--- config.mk ---
export PLATFORM = sky130hd
export DESIGN_NAME = lcc_device_flat
export DESIGN_NICKNAME = d
export VERILOG_FILES = /design/src/lcc_pkg.sv /design/src/lcc_if.sv /design/src/lcc_device.sv /design/src/flat_wrapper.sv
export SDC_FILE = /design/constraint.sdc
export NUM_CORES = 1
export LEC_CHECK = 0
export BUFFER_PORTS_ARGS = -buffer_cell sky130_fd_sc_hd__buf_2
export CAP_MARGIN = 20
export CORE_ASPECT_RATIO = 1.2
export CORE_MARGIN = 4
export CORE_UTILIZATION = 47
export CTS_BUF_LIST = sky130_fd_sc_hd__clkbuf_4 sky130_fd_sc_hd__clkbuf_8 sky130_fd_sc_hd__clkbuf_16
export DETAILED_ROUTE_END_ITERATION = 10
export HOLD_SLACK_MARGIN = 0.15
export MAX_ROUTING_LAYER = met4
export PLACE_DENSITY_LB_ADDON = 0.1
export SYNTH_ARGS = -nofsm -noshare
export SYNTH_HDL_FRONTEND = slang
export SYNTH_SLANG_ARGS = --single-unit
--- constraint.sdc ---
create_clock -name clk_sys_in -period 2.3 [get_ports clk_sys_in]
set_clock_uncertainty 0.05 [all_clocks]
set_input_delay 0.115 -clock clk_sys_in [delete_from_list [all_inputs] [get_ports clk_sys_in]]
set_output_delay 0.115 -clock clk_sys_in [all_outputs]
set_load 0.02 [all_outputs]
--- src/lcc_pkg.sv ---
// Constants and types shared by both ends of the local config control link
package lcc_pkg;

  // Register window and decode
  localparam logic [7:0]  LCC_OFFSET     = 8'h00;
  localparam logic [1:0]  BAR_IO         = 2'h2;
  localparam logic [1:0]  BAR_MEM        = 2'h3;

  // Access sizes carried on the link
  localparam logic [1:0]  SZ_BYTE        = 2'h0;
  localparam logic [1:0]  SZ_HALF        = 2'h1;
  localparam logic [1:0]  SZ_WORD        = 2'h2;

  // Field positions of the register
  localparam int          BIT_MODE_LO    = 0;
  localparam int          BIT_CLK_EN     = 2;
  localparam int          BIT_LANE_LO    = 3;
  localparam int          BIT_FILT_LO    = 5;
  localparam int          BIT_PME_EN     = 7;
  localparam int          BIT_EEPROM_SERIAL_CLOCK_PIN      = 24;
  localparam int          BIT_EEPROM_SELECT_PIN      = 25;
  localparam int          BIT_EEPROM_WRITE_DATA_PIN      = 26;
  localparam int          BIT_EEPROM_READ_DATA_PIN      = 27;
  localparam int          BIT_EE_VALID   = 28;
  localparam int          BIT_RELOAD     = 29;

  // Values after reset and the write-data reserved-bit mask
  localparam logic [5:0]  LOAD_FIELDS_RST = 6'h00;
  localparam logic [31:0] WORD_RST        = 32'h0000_0000;
  localparam logic [31:0] RSVD_ZERO_MASK  = 32'hff00_00ff;

  // Strap and filter encodings
  localparam logic [1:0]  MODE_LOCAL_BUS  = 2'h0;
  localparam logic [1:0]  MODE_PAR_PORT   = 2'h1;
  localparam logic [1:0]  FILT_OFF        = 2'h0;

  // Power-down filter times
  localparam longint unsigned CLK_HZ       = 20_000_000;
  localparam longint unsigned PD_SHORT_S   = 129;
  localparam longint unsigned PD_LONG_S    = 518;
  localparam int              PD_CNT_W     = 34;
  localparam logic [PD_CNT_W-1:0] PD_SHORT_CYC_DEF = PD_CNT_W'(PD_SHORT_S * CLK_HZ);
  localparam logic [PD_CNT_W-1:0] PD_LONG_CYC_DEF  = PD_CNT_W'(PD_LONG_S * CLK_HZ);

  // Controller APB register offsets
  localparam logic [7:0]  HR_CMD         = 8'h00;
  localparam logic [7:0]  HR_WDATA       = 8'h04;
  localparam logic [7:0]  HR_RDATA       = 8'h08;
  localparam logic [7:0]  HR_STATUS      = 8'h0c;
  localparam logic [7:0]  HR_IRQ_STAT    = 8'h10;
  localparam logic [7:0]  HR_IRQ_MASK    = 8'h14;

  // Controller command field positions
  localparam int          CMD_GO         = 0;
  localparam int          CMD_WR         = 1;
  localparam int          CMD_SIZE_LO    = 2;
  localparam int          CMD_BAR_LO     = 4;
  localparam int          CMD_FUNC       = 6;
  localparam int          CMD_OFF_LO     = 8;

  // Controller interrupt bits
  localparam int          IRQ_DONE       = 0;
  localparam int          IRQ_ERR        = 1;

  typedef enum logic [0:0] {
    HS_IDLE = 1'b0,
    HS_WAIT = 1'b1
  } lcc_host_state_t;

endpackage

--- src/lcc_if.sv ---
// Register access link between host controller and local config register
`timescale 1ns/1ns
interface lcc_if;
  logic        req;
  logic        wr;
  logic        func;
  logic [1:0]  bar;
  logic [7:0]  offset;
  logic [1:0]  size;
  logic [31:0] wdata;
  logic        ack;
  logic        err;
  logic [31:0] rdata;

  modport dev  (input req, wr, func, bar, offset, size, wdata, output ack, err, rdata);
  modport host (output req, wr, func, bar, offset, size, wdata, input ack, err, rdata);
endinterface

--- src/lcc_device.sv ---
// Local configuration and control register, device end of the link
//
// What this block does
// - I/O bytes only; memory also 16/32-bit
// - Multi-byte memory access reverses byte order
// - Decoded in third/fourth BAR, both functions
// - Bits 1:0 return live strap pins
// - Bit 2 gates buffered serial clock output
// - Bits 4:3 pick 8-bit peripheral lane
// - Bits 6:5 pick power-down filter time
// - Interrupt if request outlasts filter time
// - Bit 7 lets pin two set PME
// - Bits 23:8 read zero, written zero
// - Bit 24 drives EEPROM clock pin
// - Bit 25 drives EEPROM select pin
// - Bit 26 drives EEPROM write data
// - Bit 27 returns EEPROM read data
// - Bit 28 shows valid EEPROM program
// - Bit 29 reloads config, self clears
// - Strap 00 local bus, 01 parallel
`timescale 1ns/1ns
module lcc_device #(
  parameter logic [lcc_pkg::PD_CNT_W-1:0] PD_SHORT_CYC = lcc_pkg::PD_SHORT_CYC_DEF,
  parameter logic [lcc_pkg::PD_CNT_W-1:0] PD_LONG_CYC  = lcc_pkg::PD_LONG_CYC_DEF
) (
  input  wire logic       clk_sys_in,
  input  wire logic       rst_n_in,
  lcc_if.dev              link,
  input  wire logic [1:0] mode_strap_in,
  output logic            fn1_local_bus_sel_out,
  output logic            fn1_parallel_port_sel_out,
  input  wire logic       uart_clk_in,
  output logic            uart_clk_out,
  output logic [1:0]      byte_lane_sel_out,
  input  wire logic       fn0_pd_request_in,
  output logic            pd_irq_out,
  input  wire logic       multipurpose_pin_two_in,
  output logic            fn1_pme_status_set_out,
  output logic            eeprom_serial_clock_pin_out,
  output logic            eeprom_select_pin_out,
  output logic            eeprom_write_data_pin_out,
  input  wire logic       eeprom_read_data_pin_in,
  input  wire logic       eeprom_valid_in,
  output logic            reload_request_out,
  input  wire logic       load_done_in,
  input  wire logic [5:0] load_fields_in
);
  import lcc_pkg::*;

  ////////////////////////////////////////////////////////////////////////////
  // State

  logic                clk_en;
  logic [1:0]          lane_sel;
  logic [1:0]          filt_sel;
  logic                pme_en;
  logic                eeprom_serial_clock_pin;
  logic                eeprom_select_pin;
  logic                eeprom_write_data_pin;
  logic                reload;
  logic                ack_q;
  logic                err_q;
  logic [31:0]         rdata_q;
  logic [PD_CNT_W-1:0] pd_cnt;

  ////////////////////////////////////////////////////////////////////////////
  // Access decode

  wire        take     = link.req && !ack_q;            // One take per request
  wire        io_acc   = (link.bar == BAR_IO);
  wire        mem_acc  = (link.bar == BAR_MEM);
  wire        size_ok  = (link.size == SZ_BYTE) || (link.size == SZ_HALF) ||
                         (link.size == SZ_WORD);
  wire        io_multi = io_acc && (link.size != SZ_BYTE);
  wire        refused  = !(io_acc || mem_acc) || !size_ok || io_multi;
  wire        hit      = (link.offset[7:2] == LCC_OFFSET[7:2]);
  wire        multi    = mem_acc && (link.size != SZ_BYTE);
  wire        wr_en    = take && link.wr && !refused && hit;

  // Host byte lanes touched by the access
  wire [3:0]  be_byte  = 4'h1 << link.offset[1:0];
  wire [3:0]  be_half  = link.offset[1] ? 4'hc : 4'h3;
  wire [3:0]  host_be  = (link.size == SZ_BYTE) ? be_byte :
                         (link.size == SZ_HALF) ? be_half : 4'hf;

  // Lane reversal for multi-byte memory accesses
  wire [3:0]  be_reg   = multi ? {host_be[0], host_be[1], host_be[2], host_be[3]}
                               : host_be;
  wire [31:0] wd       = link.wdata;
  wire [31:0] wd_reg   = multi ? {wd[7:0], wd[15:8], wd[23:16], wd[31:24]}
                               : wd;

  ////////////////////////////////////////////////////////////////////////////
  // Read view

  // Write-only bits and reserved bits read as zero
  wire [31:0] reg_view;
  assign reg_view[1:0]   = mode_strap_in;
  assign reg_view[2]     = clk_en;
  assign reg_view[4:3]   = lane_sel;
  assign reg_view[6:5]   = filt_sel;
  assign reg_view[7]     = pme_en;
  assign reg_view[23:8]  = 16'h0000;
  assign reg_view[26:24] = 3'h0;                       // Write-only EEPROM drive bits
  assign reg_view[27]    = eeprom_read_data_pin_in;
  assign reg_view[28]    = eeprom_valid_in;
  assign reg_view[29]    = 1'b0;
  assign reg_view[31:30] = 2'h0;

  wire [31:0] rd_host  = multi ? {reg_view[7:0], reg_view[15:8],
                                  reg_view[23:16], reg_view[31:24]}
                               : reg_view;
  wire [31:0] rd_next  = (refused || !hit || link.wr) ? WORD_RST : rd_host;

  ////////////////////////////////////////////////////////////////////////////
  // Link answer, one cycle after the take

  always_ff @(posedge clk_sys_in) begin
    if (!rst_n_in) begin
      ack_q   <= 1'b0;
      err_q   <= 1'b0;
      rdata_q <= WORD_RST;
    end else begin
      ack_q <= take;
      if (take) begin
        err_q   <= refused;
        rdata_q <= rd_next;
      end
    end
  end

  assign link.ack   = ack_q;
  assign link.err   = err_q;
  assign link.rdata = rdata_q;

  ////////////////////////////////////////////////////////////////////////////
  // Control fields; a bus write in the load cycle overrides the load

  always_ff @(posedge clk_sys_in) begin
    if (!rst_n_in) begin
      {pme_en, filt_sel, lane_sel, clk_en} <= LOAD_FIELDS_RST;
    end else begin
      if (load_done_in) begin
        {pme_en, filt_sel, lane_sel, clk_en} <= load_fields_in;
      end
      if (wr_en && be_reg[0]) begin
        clk_en   <= wd_reg[BIT_CLK_EN];
        lane_sel <= wd_reg[BIT_LANE_LO +: 2];
        filt_sel <= wd_reg[BIT_FILT_LO +: 2];
        pme_en   <= wd_reg[BIT_PME_EN];
      end
    end
  end

  // EEPROM pin drive bits
  always_ff @(posedge clk_sys_in) begin
    if (!rst_n_in) begin
      eeprom_serial_clock_pin <= 1'b0;
      eeprom_select_pin <= 1'b0;
      eeprom_write_data_pin <= 1'b0;
    end else if (wr_en && be_reg[3]) begin
      eeprom_serial_clock_pin <= wd_reg[BIT_EEPROM_SERIAL_CLOCK_PIN];
      eeprom_select_pin <= wd_reg[BIT_EEPROM_SELECT_PIN];
      eeprom_write_data_pin <= wd_reg[BIT_EEPROM_WRITE_DATA_PIN];
    end
  end

  // Reload request; a new start beats the finishing load
  wire reload_set = wr_en && be_reg[3] && wd_reg[BIT_RELOAD];

  always_ff @(posedge clk_sys_in) begin
    if (!rst_n_in) begin
      reload <= 1'b0;
    end else if (reload_set) begin
      reload <= 1'b1;
    end else if (load_done_in) begin
      reload <= 1'b0;
    end
  end

  ////////////////////////////////////////////////////////////////////////////
  // Power-down filter

  wire                pd_armed = fn0_pd_request_in && filt_sel[1];
  wire [PD_CNT_W-1:0] pd_limit = filt_sel[0] ? PD_LONG_CYC : PD_SHORT_CYC;
  wire                pd_full  = (pd_cnt >= pd_limit);

  // Counter restarts whenever the request drops
  always_ff @(posedge clk_sys_in) begin
    if (!rst_n_in) begin
      pd_cnt <= '0;
    end else if (!pd_armed) begin
      pd_cnt <= '0;
    end else if (!pd_full) begin
      pd_cnt <= pd_cnt + PD_CNT_W'(1);
    end
  end

  ////////////////////////////////////////////////////////////////////////////
  // Registered pin outputs

  always_ff @(posedge clk_sys_in) begin
    if (!rst_n_in) begin
      uart_clk_out              <= 1'b0;
      pd_irq_out                <= 1'b0;
      fn1_pme_status_set_out    <= 1'b0;
      fn1_local_bus_sel_out     <= 1'b0;
      fn1_parallel_port_sel_out <= 1'b0;
    end else begin
      uart_clk_out              <= uart_clk_in && clk_en;
      pd_irq_out                <= pd_armed && pd_full;
      fn1_pme_status_set_out    <= pme_en && multipurpose_pin_two_in;
      fn1_local_bus_sel_out     <= (mode_strap_in == MODE_LOCAL_BUS);
      fn1_parallel_port_sel_out <= (mode_strap_in == MODE_PAR_PORT);
    end
  end

  assign byte_lane_sel_out           = lane_sel;
  assign eeprom_serial_clock_pin_out = eeprom_serial_clock_pin;
  assign eeprom_select_pin_out       = eeprom_select_pin;
  assign eeprom_write_data_pin_out   = eeprom_write_data_pin;
  assign reload_request_out          = reload;

endmodule

--- src/flat_wrapper.sv ---
// flat-port wrapper written by rule: the top's interface ports become plain ports
module lcc_device_flat import lcc_pkg::*;
#(
  parameter logic [lcc_pkg::PD_CNT_W-1:0] PD_SHORT_CYC = lcc_pkg::PD_SHORT_CYC_DEF,
  parameter logic [lcc_pkg::PD_CNT_W-1:0] PD_LONG_CYC  = lcc_pkg::PD_LONG_CYC_DEF
)
  (clk_sys_in, rst_n_in, mode_strap_in, fn1_local_bus_sel_out, fn1_parallel_port_sel_out, uart_clk_in, uart_clk_out, byte_lane_sel_out, fn0_pd_request_in, pd_irq_out, multipurpose_pin_two_in, fn1_pme_status_set_out, eeprom_serial_clock_pin_out, eeprom_select_pin_out, eeprom_write_data_pin_out, eeprom_read_data_pin_in, eeprom_valid_in, reload_request_out, load_done_in, load_fields_in, link_req, link_wr, link_func, link_bar, link_offset, link_size, link_wdata, link_ack, link_err, link_rdata);
  lcc_if link_i ();
  input  wire logic clk_sys_in;
  input  wire logic rst_n_in;
  input  wire logic [1:0] mode_strap_in;
  output logic fn1_local_bus_sel_out;
  output logic fn1_parallel_port_sel_out;
  input  wire logic uart_clk_in;
  output logic uart_clk_out;
  output logic [1:0] byte_lane_sel_out;
  input  wire logic fn0_pd_request_in;
  output logic pd_irq_out;
  input  wire logic multipurpose_pin_two_in;
  output logic fn1_pme_status_set_out;
  output logic eeprom_serial_clock_pin_out;
  output logic eeprom_select_pin_out;
  output logic eeprom_write_data_pin_out;
  input  wire logic eeprom_read_data_pin_in;
  input  wire logic eeprom_valid_in;
  output logic reload_request_out;
  input  wire logic load_done_in;
  input  wire logic [5:0] load_fields_in;
  input wire logic [$bits(link_i.req)-1:0] link_req;
  input wire logic [$bits(link_i.wr)-1:0] link_wr;
  input wire logic [$bits(link_i.func)-1:0] link_func;
  input wire logic [$bits(link_i.bar)-1:0] link_bar;
  input wire logic [$bits(link_i.offset)-1:0] link_offset;
  input wire logic [$bits(link_i.size)-1:0] link_size;
  input wire logic [$bits(link_i.wdata)-1:0] link_wdata;
  output wire logic [$bits(link_i.ack)-1:0] link_ack;
  output wire logic [$bits(link_i.err)-1:0] link_err;
  output wire logic [$bits(link_i.rdata)-1:0] link_rdata;
  assign link_i.req = link_req;
  assign link_i.wr = link_wr;
  assign link_i.func = link_func;
  assign link_i.bar = link_bar;
  assign link_i.offset = link_offset;
  assign link_i.size = link_size;
  assign link_i.wdata = link_wdata;
  assign link_ack = link_i.ack;
  assign link_err = link_i.err;
  assign link_rdata = link_i.rdata;
  lcc_device #(.PD_SHORT_CYC(PD_SHORT_CYC), .PD_LONG_CYC(PD_LONG_CYC)) u_core (.clk_sys_in(clk_sys_in), .rst_n_in(rst_n_in), .link(link_i), .mode_strap_in(mode_strap_in), .fn1_local_bus_sel_out(fn1_local_bus_sel_out), .fn1_parallel_port_sel_out(fn1_parallel_port_sel_out), .uart_clk_in(uart_clk_in), .uart_clk_out(uart_clk_out), .byte_lane_sel_out(byte_lane_sel_out), .fn0_pd_request_in(fn0_pd_request_in), .pd_irq_out(pd_irq_out), .multipurpose_pin_two_in(multipurpose_pin_two_in), .fn1_pme_status_set_out(fn1_pme_status_set_out), .eeprom_serial_clock_pin_out(eeprom_serial_clock_pin_out), .eeprom_select_pin_out(eeprom_select_pin_out), .eeprom_write_data_pin_out(eeprom_write_data_pin_out), .eeprom_read_data_pin_in(eeprom_read_data_pin_in), .eeprom_valid_in(eeprom_valid_in), .reload_request_out(reload_request_out), .load_done_in(load_done_in), .load_fields_in(load_fields_in));
endmodule
==> qor.txt <==
Status = finished, violations left
Violated checks = negative setup slack
CP arrival = 2710 ps
Final Util = 0.682
Post-synth top cells = dfxtp_1 (67), a21oi_1 (27), nor2_1 (27)
Die H = 105 um
Final non-filler cell total = 667
Max Freq = 401 MHz
Final Cycle Share = 1.08
RSZ-0062 raised after global routing = yes
Post-route ant nets = 0
Register-to-Register Path Depth = 9
Worst-path fanout max = 6
Min Tclk post-route = 2490 ps
Count of different cell masters after synthesis = 58
Layout area overhead = 41.6%
Final wirelength = 10,200 um
Hold path start = rst_n_in
Root Driver = clkbuf_8
DR iter-0 viols = 192
Setup crit start kind = register
Clock Tree Buf Depth = 2
Wire length per cell = 15.3 um
Share of cells above drive strength 1 = 0.315
Initial Util = 0.482
Pin count of the biggest net entering global routing = 34
GRT Total Usage = 0.237
Mapped cell area = 3690 sq um
Setup_tns = -2930 ps
Post-route DRC = 0
Count of input and output buffers = 74
CP endpoint kind = register
Clock slew at reported path FFs = 70 ps
Sink Count = 67
Synth Warn # = 0
Layout Nets = 647
Yosys top cell area share = 0.363
Global-route wire length before repair = 17,000 um
CTS tree = yes
Post-synth ARST share = 0
Sequential share of the synthesized area = 0.363
Hold Violations, Final = 0
Vias after detailed routing = 3,654
Initial antenna violation count = 0
# IOs = 108
Vias in the first global route = 3,554
Die area = 9340 sq um
Placed Cells = 605
Final Cell Area = 5230 sq um
Number of synthesized flops with an enable pin = 0
Critical R2R Launch = u_core.filt_sel[0]
Site row count = 35
CP Class = register to register
Dpl hpwl = 6940 um
Most numerous cell in the Yosys netlist = dfxtp_1
# setup viols final = 34
LEAKAGE = 2.19 nW
Worst Slack Setup Final = -192 ps
Post-synth top area cell = dfxtp_1
Hold Path Sink = u_core.pd_cnt[8]
Placer Congestion = 0.848
Core ar. = 7660 sq um
H-tree levels = 3
Worst Hold Depth = 4
Hold WC Path Type = primary input to register
Final slew viol count = 0
Cell Pwr Density = 460 nW/um^2
1st-pass router iterations = 4
Worst Path Required = 2520 ps
Mapped Cells = 418
Number of vias per cell = 5.48
Top post-synthesis cells by area = dfxtp_1 (36%), ha_1 (4.7%), mux2i_1 (3.8%)
# Max-Cap Violations = 0
Skew-Pair Late Insertion Delay = 350 ps
Max_slew headroom = 0.348
Tightest Pin Transition = 975 ps
Post-Place Cell Area = 4380 sq um
Synth Flop Type = dfxtp_1
Final Total Pwr = 0.00240 W
Yosys reg bits = 67
Reg2reg setup slack = -190 ps
Gr ovfl total = 0
Syn Area/Cell = 8.83 sq um
Die width = 88.9 um
R2r endpoint = u_core.pd_cnt[24]
Fill count = 610
Worst IR Drop VDD = 0.000363 V
CTS Buf Count = 9
Ant. Diodes = 0
==> metal layers <==
layer | wire (um) | up-vias | part of all wire | global-route usage
met4 | 199 | 0 | 0.019 | 0.0907
li1 | - | 1834 | - | -
met5 | 0 | - | 0 | -
met2 | 5340 | 85 | 0.52 | 0.369
met3 | 357 | 21 | 0.035 | 0.0371
met1 | 4320 | 1714 | 0.42 | 0.304
==> what timing repair did <==
| action | in CTS | in global routing |
|---|---|---|
| resized for setup | 25 | 11 |
| hold buffers | 37 | 0 |
| pin swaps | 14 | 10 |
| hold endpoints to repair | 27 | 0 |
| setup buffers | 6 | 3 |
| endpoints found under the setup margin | 34 | 40 |
| gates cloned | 0 | 0 |
==> through the flow <==
step                      setup WS [ps]  hold WS (ps)
final                              -192           172
after global routing               -273           208
after CTS                          -183           170
after detailed placement           -379           282
after global placement             -291           281
after floorplan                   -26.1           141
==> worst max path at each step <==
stage / start / end
after global placement: u_core.filt_sel[0] / u_core.pd_cnt[33]
after global routing: u_core.filt_sel[0] / u_core.pd_cnt[24]
after floorplan: u_core.filt_sel[0] / u_core.pd_cnt[21]
after CTS: u_core.filt_sel[0] / u_core.pd_cnt[24]
final: u_core.filt_sel[0] / u_core.pd_cnt[24]
after detailed placement: u_core.filt_sel[0] / u_core.pd_cnt[33]
==> where the power goes <==
| group | switching, W | total [W] | internal, W |
|---|---|---|---|
| logic | 0.000132 | 0.000264 | 0.000132 |
| registers | 0.0000107 | 0.00118 | 0.00117 |
| clock network | 0.000472 | 0.000958 | 0.000486 |
==> kinds of logic after synthesis <==
family,share of synthesized area
other,0.00102
AOI/OAI and AO/OA,0.186
xor gates and xnor gates,0.0214
adders and majority gates,0.0502
DFF,0.363
and+or+nand+nor,0.260
buffers and inverters,0.0763
muxes,0.0410
==> sequential cells by signal, summed over array words and instances, names as in the netlist, 2 cells and up <==
| name | cells |
|---|---|
| u_core.byte_lane_sel_out | 2 |
| u_core.filt_sel | 2 |
| u_core.link.rdata | 16 |
| u_core.pd_cnt | 34 |
==> placed cells by master, fill, tap and decap left out, drive strengths merged, types with 8 or more instances in the layout <==
cell,instances
buf,124
dfxtp,67
dlygate4sd3,37
a21oi,29
nor2,27
nand2,19
nand3,17
a211oi,17
conb,16
inv,16
mux2i,14
and3,14
ha,14
o21ai,13
clkbuf,11
nand4,10
a22o,10
xnor2,9
or3,9
or4,9
nor2b,8
nor3,8
nor4,8
==> worst max-delay path: stages, from the launching register on <==
cell      delay [ps]
dfxtp_4          420
buf_6            120
ha_4             190
a211oi_2         200
o22ai_2          110
o21a_2           250
buf_6            130
or3b_4           420
or3_1            390
a21oi_1          140
==> cell type report <==
class	instances	area, sq um	area share
timing repair buffer	161	1160	0.222
sequential	67	1350	0.257
clock buffer	11	163	0.0311
clock inverter	5	35.0	0.00670
multi-input combinational	314	2340	0.448
tap	92	115	0.0220
inverter	17	66.3	0.0127
No activity file was read; power rests on OpenSTA's default activity.
